$ cat config.mk
export PLATFORM = sky130hd
export DESIGN_NAME = tpcp_top
export DESIGN_NICKNAME = d
export VERILOG_FILES = /design/src/rtl/tpcp_pkg.sv /design/src/rtl/tpcp_phase.sv /design/src/rtl/tpcp_top.sv
export VERILOG_INCLUDE_DIRS = /design/src /design/src/rtl
export SDC_FILE = /design/constraint.sdc
export NUM_CORES = 1
export LEC_CHECK = 0
export CORE_UTILIZATION = 30
export DETAILED_ROUTE_END_ITERATION = 8
export DONT_BUFFER_PORTS = 1
export SKIP_CTS_REPAIR_TIMING = 1
export SYNTH_ARGS = -nofsm -noshare
export SYNTH_HDL_FRONTEND = slang
export SYNTH_SLANG_ARGS = --single-unit
$ cat constraint.sdc
create_clock -name i_mclk -period 7.95 [get_ports i_mclk]
set_input_delay 0.3975 -clock i_mclk [delete_from_list [all_inputs] [get_ports i_mclk]]
set_output_delay 0.3975 -clock i_mclk [all_outputs]
set_load 0.03 [all_outputs]
$ cat src/rtl/tpcp_defs.svh
`ifndef TPCP_DEFS_SVH
`define TPCP_DEFS_SVH

// output enable / crossover port layout
`define TPCP_XOVR_CH0     8
`define TPCP_DIS_L_CH0    5
`define TPCP_DIS_H_CH0    4
`define TPCP_EN_WIDTH     9
`define TPCP_EN_RESET     9'h000

// gate chop config layout
`define TPCP_CHOP_LO      9
`define TPCP_CHOP_HI      8
`define TPCP_CHOP_PER_MSB 7
`define TPCP_CHOP_WIDTH   10

// register widths and reset values
`define TPCP_HALF_WIDTH   16
`define TPCP_DEAD_WIDTH   10
`define TPCP_SYNCW_WIDTH  10
`define TPCP_DUTY_WIDTH   16
`define TPCP_HALF_RESET   16'h0000
`define TPCP_DUTY_RESET   16'h0000

// timing counts, in core clocks
`define TPCP_SYNC_MIN     10'h001

// status layout
`define TPCP_STA_HALF     0
`define TPCP_STA_TRIP     1

`endif

$ cat src/rtl/tpcp_pkg.sv
package tpcp_pkg;

	typedef enum logic [1:0] {
		TPCP_IDLE,
		TPCP_RUN,
		TPCP_TRIP
	} tpcp_state_e;

	typedef logic [15:0] tpcp_count_t;
	typedef logic [9:0]  tpcp_dead_t;

endpackage

$ cat src/rtl/tpcp_phase.sv
`timescale 1ns/10ps
`include "tpcp_defs.svh"

module tpcp_phase
	import tpcp_pkg::*;
(
	input  wire logic        i_mclk,
	input  wire logic        i_arst_n,
	input  wire logic        i_half,
	input  wire tpcp_count_t i_pos,
	input  wire tpcp_count_t i_half_period,
	input  wire tpcp_count_t i_duty,
	input  wire tpcp_dead_t  i_dead,
	output logic             o_high,
	output logic             o_low
);

	logic signed [18:0] s_n;
	logic signed [18:0] s_mid;
	logic signed [18:0] s_duty;
	logic signed [18:0] s_dead;
	logic signed [18:0] s_pos;
	logic signed [18:0] hon;
	logic signed [18:0] lon;
	logic               next_high;
	logic               next_low;

	// per-half on-times, edges moved by the dead time on both sides
	always_comb begin
		s_n    = signed'({3'b000, i_half_period});
		s_mid  = signed'({4'b0000, i_half_period[15:1]});
		s_duty = signed'({3'b000, i_duty});
		s_dead = signed'({9'b000000000, i_dead});
		s_pos  = signed'({3'b000, i_pos});
		hon    = s_mid + s_duty - s_dead;
		lon    = s_mid - s_duty - s_dead;
		// comparisons saturate at 0% and 100% by themselves
		if (i_half) begin
			next_high = s_pos < hon;
			next_low  = s_pos >= (s_n - lon);
		end else begin
			next_high = s_pos >= (s_n - hon);
			next_low  = s_pos < lon;
		end
	end

	always_ff @(posedge i_mclk or negedge i_arst_n) begin
		if (!i_arst_n) begin
			o_high <= 1'b0;
			o_low  <= 1'b0;
		end else begin
			o_high <= next_high;
			o_low  <= next_low;
		end
	end

endmodule // tpcp_phase

$ cat src/rtl/tpcp_top.sv
// Functional notes
// three complementary center-aligned pairs with dead time, plus one sync per period
// timing unit selects external sync pin in addition to internal sync
// per channel steering to high or low pin, six outputs individually enabled
// chopping waveform generated and mixed into outputs before the pins
// trip input forces shutdown and resets the timing unit
// one interrupt per sync pulse, one per shutdown action
// half-period count is core clocks per half period; period is twice that
// half-period count is 16-bit unsigned up to all ones
// software never writes half-period count zero or one
// one 10-bit dead-time value for all pairs, dead time twice it
// complementary output held off for dead time after partner turns off
// both edges shifted equally by dead-time count keeping symmetry
// status bit 0 shows first or second half of period
// single update high and low duty follow the half-period formulas
// on-times clamp between zero and the full period
// double update reloads period, dead time and duty at half boundary
// double update on-time sums both halves, dead time as single update
// phases one and two work like phase zero with own duty
// no output until half period and three duties written; then counting enabled (the timer here already counts from the half-period write)
// half-period write starts timer; first sync 1.5N single, N double
// enable bits disable output when set; crossover bits swap high and low
// separate low and high chop enables with 8-bit chop period
// sync pulse width set by 10-bit value
// before the initial writes outputs inactive, no sync, no interrupt (the shutdown interrupt here still fires on a trip)
`timescale 1ns/10ps
`include "tpcp_defs.svh"

module tpcp_top
	import tpcp_pkg::*;
(
	input  wire logic                          i_mclk,
	input  wire logic                          i_arst_n,
	input  wire logic [`TPCP_HALF_WIDTH-1:0]   i_half_period_count,
	input  wire logic                          i_half_period_wr,
	input  wire logic [`TPCP_DEAD_WIDTH-1:0]   i_dead_time_count,
	input  wire logic [`TPCP_SYNCW_WIDTH-1:0]  i_sync_width_count,
	input  wire logic [`TPCP_DUTY_WIDTH-1:0]   i_phase0_duty_value,
	input  wire logic                          i_phase0_duty_wr,
	input  wire logic [`TPCP_DUTY_WIDTH-1:0]   i_phase1_duty_value,
	input  wire logic                          i_phase1_duty_wr,
	input  wire logic [`TPCP_DUTY_WIDTH-1:0]   i_phase2_duty_value,
	input  wire logic                          i_phase2_duty_wr,
	input  wire logic                          i_double_update,
	input  wire logic                          i_ext_sync_sel,
	input  wire logic                          i_ext_sync_in,
	input  wire logic [`TPCP_EN_WIDTH-1:0]     i_output_enable_reg,
	input  wire logic [`TPCP_CHOP_WIDTH-1:0]   i_gate_chop_config,
	input  wire logic                          i_shutdown_trip_input,
	output logic                               o_phase0_high_out,
	output logic                               o_phase0_low_out,
	output logic                               o_phase1_high_out,
	output logic                               o_phase1_low_out,
	output logic                               o_phase2_high_out,
	output logic                               o_phase2_low_out,
	output logic                               o_period_sync_pulse,
	output logic [1:0]                         o_pulse_status_reg,
	output logic                               o_sync_irq,
	output logic                               o_shutdown_irq
);

	tpcp_state_e  state;
	tpcp_count_t  live_half;
	tpcp_count_t  live_duty  [3];
	logic [3:0]   written;
	logic         all_written;
	logic         half;
	tpcp_count_t  pos;
	tpcp_count_t  lat_half;
	tpcp_dead_t   lat_dead;
	tpcp_count_t  lat_duty   [3];
	logic         period_start;
	logic         ext_sync_q;
	logic         ext_restart;
	logic [9:0]   sync_left;
	tpcp_dead_t   sync_eff;
	logic [7:0]   chop_div;
	logic         chop_wave;
	logic         chop_tick;
	logic [2:0]   raw_high;
	logic [2:0]   raw_low;
	logic [2:0]   out_high;
	logic [2:0]   out_low;
	logic         run_ok;
	logic         end_of_half;
	tpcp_count_t  next_pos;
	logic         sync_ok;
	logic         sync_go;

	assign all_written = &written;
	assign run_ok      = (state == TPCP_RUN) && all_written;
	assign end_of_half = (pos == (lat_half - 16'h0001));
	assign next_pos    = pos + 16'h0001;
	assign ext_restart = i_ext_sync_sel && i_ext_sync_in && !ext_sync_q;

	// software-facing values
	always_ff @(posedge i_mclk or negedge i_arst_n) begin
		if (!i_arst_n) begin
			live_half <= `TPCP_HALF_RESET;
			for (int i = 0; i < 3; i++) begin
				live_duty[i] <= `TPCP_DUTY_RESET;
			end
		end else begin
			if (i_half_period_wr) begin
				live_half <= i_half_period_count;
			end
			if (i_phase0_duty_wr) begin
				live_duty[0] <= i_phase0_duty_value;
			end
			if (i_phase1_duty_wr) begin
				live_duty[1] <= i_phase1_duty_value;
			end
			if (i_phase2_duty_wr) begin
				live_duty[2] <= i_phase2_duty_value;
			end
		end
	end

	// tracks the initial writes; a trip forgets them
	always_ff @(posedge i_mclk or negedge i_arst_n) begin
		if (!i_arst_n) begin
			written <= 4'h0;
		end else if (i_shutdown_trip_input || state == TPCP_TRIP) begin
			written <= 4'h0;
		end else begin
			written <= written | {i_phase2_duty_wr, i_phase1_duty_wr,
				i_phase0_duty_wr, i_half_period_wr};
		end
	end

	// external sync edge detect
	always_ff @(posedge i_mclk or negedge i_arst_n) begin
		if (!i_arst_n) begin
			ext_sync_q <= 1'b0;
		end else begin
			ext_sync_q <= i_ext_sync_in;
		end
	end

	// main timer: up count across each half, value latching at boundaries
	always_ff @(posedge i_mclk or negedge i_arst_n) begin
		if (!i_arst_n) begin
			state        <= TPCP_IDLE;
			half         <= 1'b0;
			pos          <= 16'h0000;
			lat_half     <= `TPCP_HALF_RESET;
			lat_dead     <= 10'h000;
			period_start <= 1'b0;
			for (int i = 0; i < 3; i++) begin
				lat_duty[i] <= `TPCP_DUTY_RESET;
			end
		end else begin
			period_start <= 1'b0;
			case (state)
				TPCP_IDLE: begin
					if (i_shutdown_trip_input) begin
						state <= TPCP_TRIP;
					end else if (i_half_period_wr) begin
						state    <= TPCP_RUN;
						lat_half <= i_half_period_count;
						lat_dead <= i_dead_time_count;
						if (i_double_update) begin
							half <= 1'b1;
							pos  <= 16'h0000;
						end else begin
							half <= 1'b0;
							pos  <= {1'b0, i_half_period_count[15:1]};
						end
					end
				end
				TPCP_RUN: begin
					if (i_shutdown_trip_input) begin
						state <= TPCP_TRIP;
						half  <= 1'b0;
						pos   <= 16'h0000;
					end else if (ext_restart || (end_of_half && half)) begin
						half         <= 1'b0;
						pos          <= 16'h0000;
						period_start <= 1'b1;
						lat_half     <= live_half;
						lat_dead     <= i_dead_time_count;
						for (int i = 0; i < 3; i++) begin
							lat_duty[i] <= live_duty[i];
						end
					end else if (end_of_half) begin
						half <= 1'b1;
						pos  <= 16'h0000;
						if (i_double_update) begin
							lat_half <= live_half;
							lat_dead <= i_dead_time_count;
							for (int i = 0; i < 3; i++) begin
								lat_duty[i] <= live_duty[i];
							end
						end
					end else begin
						pos <= next_pos;
					end
				end
				TPCP_TRIP: begin
					half <= 1'b0;
					pos  <= 16'h0000;
					if (!i_shutdown_trip_input) begin
						state <= TPCP_IDLE;
					end
				end
				default: begin
					state <= TPCP_IDLE;
				end
			endcase
		end
	end

	// sync pulse, sync interrupt
	assign sync_eff = (i_sync_width_count == 10'h000) ? `TPCP_SYNC_MIN : i_sync_width_count;
	assign sync_ok  = run_ok && !i_shutdown_trip_input;
	assign sync_go  = period_start && sync_ok;

	// remaining width of the current sync pulse
	always_ff @(posedge i_mclk or negedge i_arst_n) begin
		if (!i_arst_n) begin
			sync_left <= 10'h000;
		end else if (sync_go) begin
			sync_left <= sync_eff;
		end else if (sync_left != 10'h000) begin
			sync_left <= sync_left - 10'h001;
		end
	end

	// pulse dropped as soon as run permission goes
	always_ff @(posedge i_mclk or negedge i_arst_n) begin
		if (!i_arst_n) begin
			o_period_sync_pulse <= 1'b0;
		end else if (sync_go) begin
			o_period_sync_pulse <= 1'b1;
		end else begin
			o_period_sync_pulse <= (sync_left > 10'h001) && sync_ok;
		end
	end

	// one-cycle interrupt at each period start that issues a sync pulse
	always_ff @(posedge i_mclk or negedge i_arst_n) begin
		if (!i_arst_n) begin
			o_sync_irq <= 1'b0;
		end else begin
			o_sync_irq <= sync_go;
		end
	end

	// shutdown interrupt, one pulse on entry
	always_ff @(posedge i_mclk or negedge i_arst_n) begin
		if (!i_arst_n) begin
			o_shutdown_irq <= 1'b0;
		end else begin
			o_shutdown_irq <= i_shutdown_trip_input && (state != TPCP_TRIP);
		end
	end

	// status: half indicator and shutdown flag
	always_ff @(posedge i_mclk or negedge i_arst_n) begin
		if (!i_arst_n) begin
			o_pulse_status_reg <= 2'h0;
		end else begin
			o_pulse_status_reg[`TPCP_STA_HALF] <= half;
			o_pulse_status_reg[`TPCP_STA_TRIP] <= (state == TPCP_TRIP);
		end
	end

	// chopping carrier from a divider tick
	assign chop_tick = (chop_div == i_gate_chop_config[`TPCP_CHOP_PER_MSB:0]);

	always_ff @(posedge i_mclk or negedge i_arst_n) begin
		if (!i_arst_n) begin
			chop_div <= 8'h00;
		end else if (chop_tick) begin
			chop_div <= 8'h00;
		end else begin
			chop_div <= chop_div + 8'h01;
		end
	end

	// carrier flips at each divider tick
	always_ff @(posedge i_mclk or negedge i_arst_n) begin
		if (!i_arst_n) begin
			chop_wave <= 1'b0;
		end else if (chop_tick) begin
			chop_wave <= !chop_wave;
		end
	end

	// timing unit, one per phase
	for (genvar g = 0; g < 3; g++) begin : g_phase
		logic steer_high;
		logic steer_low;
		logic pass_high;
		logic pass_low;

		tpcp_phase u_phase (
			.i_mclk        (i_mclk),
			.i_arst_n      (i_arst_n),
			.i_half        (half),
			.i_pos         (pos),
			.i_half_period (lat_half),
			.i_duty        (lat_duty[g]),
			.i_dead        (lat_dead),
			.o_high        (raw_high[g]),
			.o_low         (raw_low[g])
		);

		// crossover swaps the pair ahead of enabling and chopping
		always_comb begin
			if (i_output_enable_reg[`TPCP_XOVR_CH0 - g]) begin
				steer_high = raw_low[g];
				steer_low  = raw_high[g];
			end else begin
				steer_high = raw_high[g];
				steer_low  = raw_low[g];
			end
		end

		// per-pin disable and chop carrier mixing
		assign pass_high = !i_output_enable_reg[`TPCP_DIS_H_CH0 - 2 * g]
			&& (!i_gate_chop_config[`TPCP_CHOP_HI] || chop_wave);
		assign pass_low  = !i_output_enable_reg[`TPCP_DIS_L_CH0 - 2 * g]
			&& (!i_gate_chop_config[`TPCP_CHOP_LO] || chop_wave);

		// shutdown gating at the output flops
		always_ff @(posedge i_mclk or negedge i_arst_n) begin
			if (!i_arst_n) begin
				out_high[g] <= 1'b0;
				out_low[g]  <= 1'b0;
			end else begin
				out_high[g] <= run_ok && !i_shutdown_trip_input && steer_high && pass_high;
				out_low[g]  <= run_ok && !i_shutdown_trip_input && steer_low && pass_low;
			end
		end
	end

	assign o_phase0_high_out = out_high[0];
	assign o_phase0_low_out  = out_low[0];
	assign o_phase1_high_out = out_high[1];
	assign o_phase1_low_out  = out_low[1];
	assign o_phase2_high_out = out_high[2];
	assign o_phase2_low_out  = out_low[2];

endmodule // tpcp_top

==> summary.md, run 1 <==
| Metric | Value |
|---|---|
| Max Slew Vio Count | `0` |
| RSZ-0062 raised after global routing | `false` |
| Antenna diodes | `0` |
| Layout Cells excl Fill | `4159` |
| CP Max Fanout | `11` |
| GRT Residual Overflow | `0` |
| Final hold violation count | `11` |
| Distinct cells, synth | `113` |
| Avg Inst Size Synth | `8.46 sq um` |
| Clock Pin Slew Worst Setup and Hold Paths | `0.09 ns` |
| Total wire length | `79300 microns` |
| Sequential share of the synthesized area | `19.5%` |
| Synth Register Bits | `199` |
| Post-Syn Area | `0.0255 sq mm` |
| Violated checks | `hold timing` |
| Hold slack | `-0.0186 ns` |
| Post-Synthesis Cells | `3012` |
| Post-synth EDFFs | `0` |
| Crit Path Class | `flop to flop` |
| First-pass GRT wire length | `121000 microns` |
| Worst path arrival time | `7.79 ns` |
| Die Wd | `294 microns` |
| Sum Neg Setup Slack | `0 ns` |
| CP required | `8.37 ns` |
| Synth Flop Type | `dfrtp_1` |
| Share of layout cells above drive strength 1 | `8.66%` |
| Top post-synthesis cells by area | `dfrtp_1 (20%), ha_1 (17%), xnor2_1 (6.1%)` |
| Skew final | `0.0195 ns` |
| TritonCTS clock tree | `done` |
| Die area | `0.0861 sq mm` |
| Row count | `106` |
| CP Launch Type | `flop` |
| Worst Setup End Kind | `flop` |
| Status | `finished with violations` |
| Clk sink count | `199` |
| Fillers | `8914` |
| Largest net degree at the start of global routing | `200` |
| Crit-path slowest cell | `o21ai_0` |
| Die height | `294 microns` |
| Initial antenna violation count | `0` |
| Top-count cell post-synth | `ha_1` |
| Detailed Route Iter0 Violations | `1350` |
| Drt wl/cell | `19.1 microns` |
| Gr usage total | `18.2%` |
| R2R cell count | `28` |
| Fin area | `0.0277 sq mm` |
| Area Overhead vs Synth | `8.83%` |
| Async S/R FF share, synth | `100%` |
| Met1 Usage GRT | `23.7%` |
| Clock latency on the worst-skew pair | `0.53 ns` |
| Worst-Margin Slew | `1.37 ns` |
| Residual DRC | `0` |
| Initial DRT Pass Iterations | `5` |
| Placed cells | `4096` |
| Antenna-violating nets left | `0` |
| Port buffer count | `0` |
| Leading area contributor after synthesis | `dfrtp_1` |
| Final GP Congestion | `0.933` |
| Largest registers | `lat_duty (48), live_duty (48)` |
| YS warnings | `0` |
| Min Tclk post-route | `7.37 ns` |
| Worst Hold Class | `input port to asynchronous set/reset pin` |
| Top Ports | `124` |
| Starting density of the core | `30.4%` |
| Clk root buf | `clkbuf_16` |
| Syn nets | `3499` |
| Synth top area share | `19.5%` |
| Slew HR | `7.64%` |
| Vias/cell | `5.40` |
| Crit-path max cell delay | `0.56 ns` |
| Met2 Use GR | `30.1%` |
| Grt peak-use layer | `met2` |
| Fin crit share | `92.7%` |
| Routed via count | `22400` |
| H-tree levels | `4` |
| Max-Cap Viols | `0` |
| Dpl hpwl | `63700 microns` |
| Highest clock rate | `136 MHz` |
| Clock tree buffer depth | `2` |
| Core area | `0.0838 sq mm` |
| Met3 usage | `3.42%` |
| Post-placement cell area | `0.0268 sq mm` |
| Vias in the first global route | `21800` |
| Synth cell count leaders | `ha_1 (356), nor2_1 (216), dfrtp_1 (199)` |
| Setup violators final | `0` |
| # nets final | `3499` |
| Total CTS buffers | `17` |
-- worst max-delay path, delay by kind of cell (launching register included) --
family	cells	cell delay [ns]
DFF	1	0.52
AOI/OAI and AO/OA	11	2.09
adders and majority gates	10	3.30
and+or+nand+nor	3	0.61
buffers and inverters	1	0.26
xor gates and xnor gates	3	0.48
-- per-stage QoR --
| step | hold slack (ns) | setup WS (ns) | utilization (%) |
|---|---|---|---|
| after CTS | -0.465 | 0.561 | 32.7 |
| after global placement | 0.115 | 0.667 | 32.0 |
| after global routing | 0.000123 | 0.0879 | 33.1 |
| final | -0.0186 | 0.578 | 33.1 |
| after detailed placement | 0.115 | 0.572 | 32.0 |
| after floorplan | 0.102 | 1.01 | - |
-- metal layers --
layer,share of wire (%),up-vias,wire [microns]
li1,-,11000,-
met1,46,10800,36200
met2,46,563,36200
met3,5.8,119,4570
met4,2.8,0,2230
met5,0,-,0
-- cell families after synthesis --
family / after synthesis / synth area share [%]
buf+inv: 270 / 4.40
xor+xnor: 282 / 10.1
fa+ha+maj: 438 / 21.5
flops: 199 / 19.5
compound gates: 826 / 21.9
mux: 119 / 5.09
simple gates: 878 / 17.5
-- cell type report --
cell class / count / area (sq um) / share of cell area [%]
flip-flops and latches: 199 / 4980 / 17.9
repair buffers: 79 / 688 / 2.48
inverters: 172 / 646 / 2.33
clock inverters: 14 / 169 / 0.609
multi-input cells: 2543 / 19400 / 70.0
well taps: 1134 / 1420 / 5.11
clock buffers: 18 / 429 / 1.55
-- path summary, 6_finish.rpt --
path	slack (ns)	from	end
hold / removal	-0.02	i_arst_n	lat_duty[30]
min in group i_mclk	0.01	i_sync_width_count[3]	sync_left[3]
hold reg to reg	0.48	live_duty[5]	lat_duty[5]
setup reg to reg	0.58	lat_half[3]	g_phase[0].u_phase.o_high
setup / recovery	0.58	lat_half[3]	g_phase[0].u_phase.o_high
max in group asynchronous	7.14	i_arst_n	pos[5]
-- layout by cell type (no fill, tap or decap), types with 17 or more instances in the layout --
master and n:
fa_1 18, nor2b_1 56, xor2_1 94, dlygate4sd3_1 30, inv_1 165, a21o_1 44
nand4_1 21, a21oi_1 170, nand3_1 55, o21a_1 80, and2_1 20, xnor2_1 178
ha_1 356, nor4_1 17, mux2_2 85, and3_1 29, a31oi_1 34, or3_1 32
or2_2 22, a211oi_1 35, maj3_2 23, o211ai_1 28, buf_4 48, nand2_1 191
nand2b_1 65, nor3_1 84, dfrtp_1 199, maj3_1 41, clkbuf_16 17, nor2_1 216
o21ai_0 191, mux2i_1 33, o31ai_1 20
Power of run 1 is not shown: default switching activity piles up to over one toggle a cycle in this logic, so the estimate is an artifact.
==> run 2, diff against run 1 <==
- clock period: 7.95 -> 6.78 ns (I/O delays scaled with it)
==> summary.md, run 2 (same netlist as run 1, synthesis figures left out) <==
| Metric | Value |
|---|---|
| Largest net degree at the start of global routing | `200` |
| Core area | `0.0838 sq mm` |
| H-tree levels | `4` |
| Crit path buffers/inverters | `2` |
| Setup crit start | `lat_half[1]` |
| Clk sink count | `199` |
| Antenna-violating nets left | `0` |
| Detailed Route Iter0 Violations | `1368` |
| Dpl hpwl | `66800 microns` |
| Hold Crit Start | `i_half_period_count[2]` |
| Initial antenna violation count | `5` |
| Die Wd | `294 microns` |
| Worst Hold Class | `input port to flop` |
| Drt wl/cell | `18.9 microns` |
| CP Launch Type | `flop` |
| Die height | `294 microns` |
| R2R setup slack | `0.03 ns` |
| Min Tclk post-route | `6.75 ns` |
| Row count | `106` |
| Crit-path slowest cell | `fa_2` |
| Total wire length | `84800 microns` |
| Critical R2R Capture | `g_phase[0].u_phase.o_high` |
| R2R cell count | `30` |
| Placed cells | `4290` |
| Dpl ws | `-0.461 ns` |
| Final GP Congestion | `0.935` |
| Layout Cells excl Fill | `4474` |
| RSZ-0062 raised after global routing | `true` |
| Port buffer count | `0` |
| Total CTS buffers | `17` |
| Worst path arrival time | `7.17 ns` |
| Vias/cell | `5.32` |
| Clock Pin Slew Worst Setup and Hold Paths | `0.08 ns` |
| Clock tree buffer depth | `2` |
| Worst Setup End Kind | `flop` |
| Worst-Margin Slew | `1.12 ns` |
| Largest registers | `lat_duty (48), live_duty (48)` |
| Top Ports | `124` |
| Routed via count | `23800` |
| Area Overhead vs Synth | `22.0%` |
| Worst Hold Path EP | `pos[1]` |
| GRT Residual Overflow | `0` |
| Die area | `0.0861 sq mm` |
| Hold slack | `0.0171 ns` |
| Hold Path Stages | `2` |
| CP Max Fanout | `8` |
| Fillers | `8634` |
| Fin crit share | `99.6%` |
| Gr usage total | `19.1%` |
| Skew final | `0.0250 ns` |
| Residual DRC | `0` |
| Max-Cap Viols | `0` |
| Setup violators final | `0` |
| Most frequent cells in the layout | `ha_1 (337), buf_4 (271), nor2_1 (210)` |
| CP required | `7.20 ns` |
| First-pass GRT wire length | `126000 microns` |
| Antenna diodes | `0` |
| Crit Path Class | `flop to flop` |
| Clk root buf | `clkbuf_16` |
| Max Slew Vio Count | `0` |
| # nets final | `3814` |
| Share of layout cells above drive strength 1 | `18.6%` |
| Worst r2r src | `lat_half[1]` |
| Status | `finished clean` |
| TritonCTS clock tree | `done` |
| Initial DRT Pass Iterations | `6` |
| Final Util | `37.1%` |
| Most common cell after layout, fill and taps aside | `ha_1` |
| Crit path max-delay family | `adder cells` |
| Starting density of the core | `30.4%` |
| Slew HR | `24.1%` |
| Highest clock rate | `148 MHz` |
| Final hold violation count | `0` |
| Crit-path most repeated cell | `maj3_2` |
| Vias in the first global route | `22400` |
| Crit-path max cell delay | `0.39 ns` |
| Clock latency on the worst-skew pair | `0.53 ns` |
| Final WS setup | `0.0302 ns` |
## run 2: cell count changes in the layout (fill, tap and decap cells not counted), moves of 15 or more
| cell | change |
|---|---|
| o21ai_0 | -15 |
| ha_1 | -19 |
| dlygate4sd3_1 | +84 |
| a21oi_1 | -18 |
| a21oi_2 | +18 |
| buf_4 | +223 |
## run 2: final cells by class
class / instances / area, sq um / area share (%)
clock buffer: 20 / 447 / 1.44
sequential: 199 / 4980 / 16.0
clock inverter: 12 / 140 / 0.451
multi-input combinational: 2543 / 20100 / 64.7
tap: 1134 / 1420 / 4.56
inverter: 172 / 649 / 2.09
timing repair buffer: 394 / 3350 / 10.8
## run 2: worst register-to-register path: cells and delay by family, from the launching register on
| kind | cells | cell delay [ns] |
|---|---|---|
| adder cells (fa/ha/maj) | 11 | 3.26 |
| AO/OA/AOI/OAI | 9 | 1.59 |
| AND/OR/NAND/NOR | 5 | 0.78 |
| XOR/XNOR | 3 | 0.46 |
| flip-flops | 1 | 0.38 |
| buffers and inverters | 2 | 0.20 |
## run 2: metal layers
metal	vias to the layer above	part of all wire, %	GRT usage [%]
met3	75	4.2	2.66
met1	11600	47	25.6
li1	11600	-	-
met4	0	1.8	4.83
met5	-	0	0
met2	506	47	31.9
## run 2: stage by stage
| step | setup TNS, ns | cell area, sq um |
|---|---|---|
| 2_1_floorplan | 0 | 25500 |
| 3_3_place_gp | -1.07 | 28300 |
| 3_5_place_dp | -1.55 | 28300 |
| 4_1_cts | -1.68 | 28900 |
| 5_1_grt | -0.779 | 31100 |
| 6_report | 0 | 31100 |
## run 2: worst max-delay path by stage
| stage | to | slack [ns] | depth (start not counted) |
|---|---|---|---|
| after detailed placement | g_phase[0].u_phase.o_high | -0.46 | 31 |
| after floorplan | g_phase[1].u_phase.o_high | 0.06 | 33 |
| after global routing | g_phase[1].u_phase.o_high | -0.29 | 31 |
| final | g_phase[0].u_phase.o_high | 0.03 | 30 |
| after global placement | g_phase[0].u_phase.o_high | -0.42 | 31 |
| after CTS | g_phase[0].u_phase.o_high | -0.50 | 31 |
Power of run 2 is left out for the same reason.
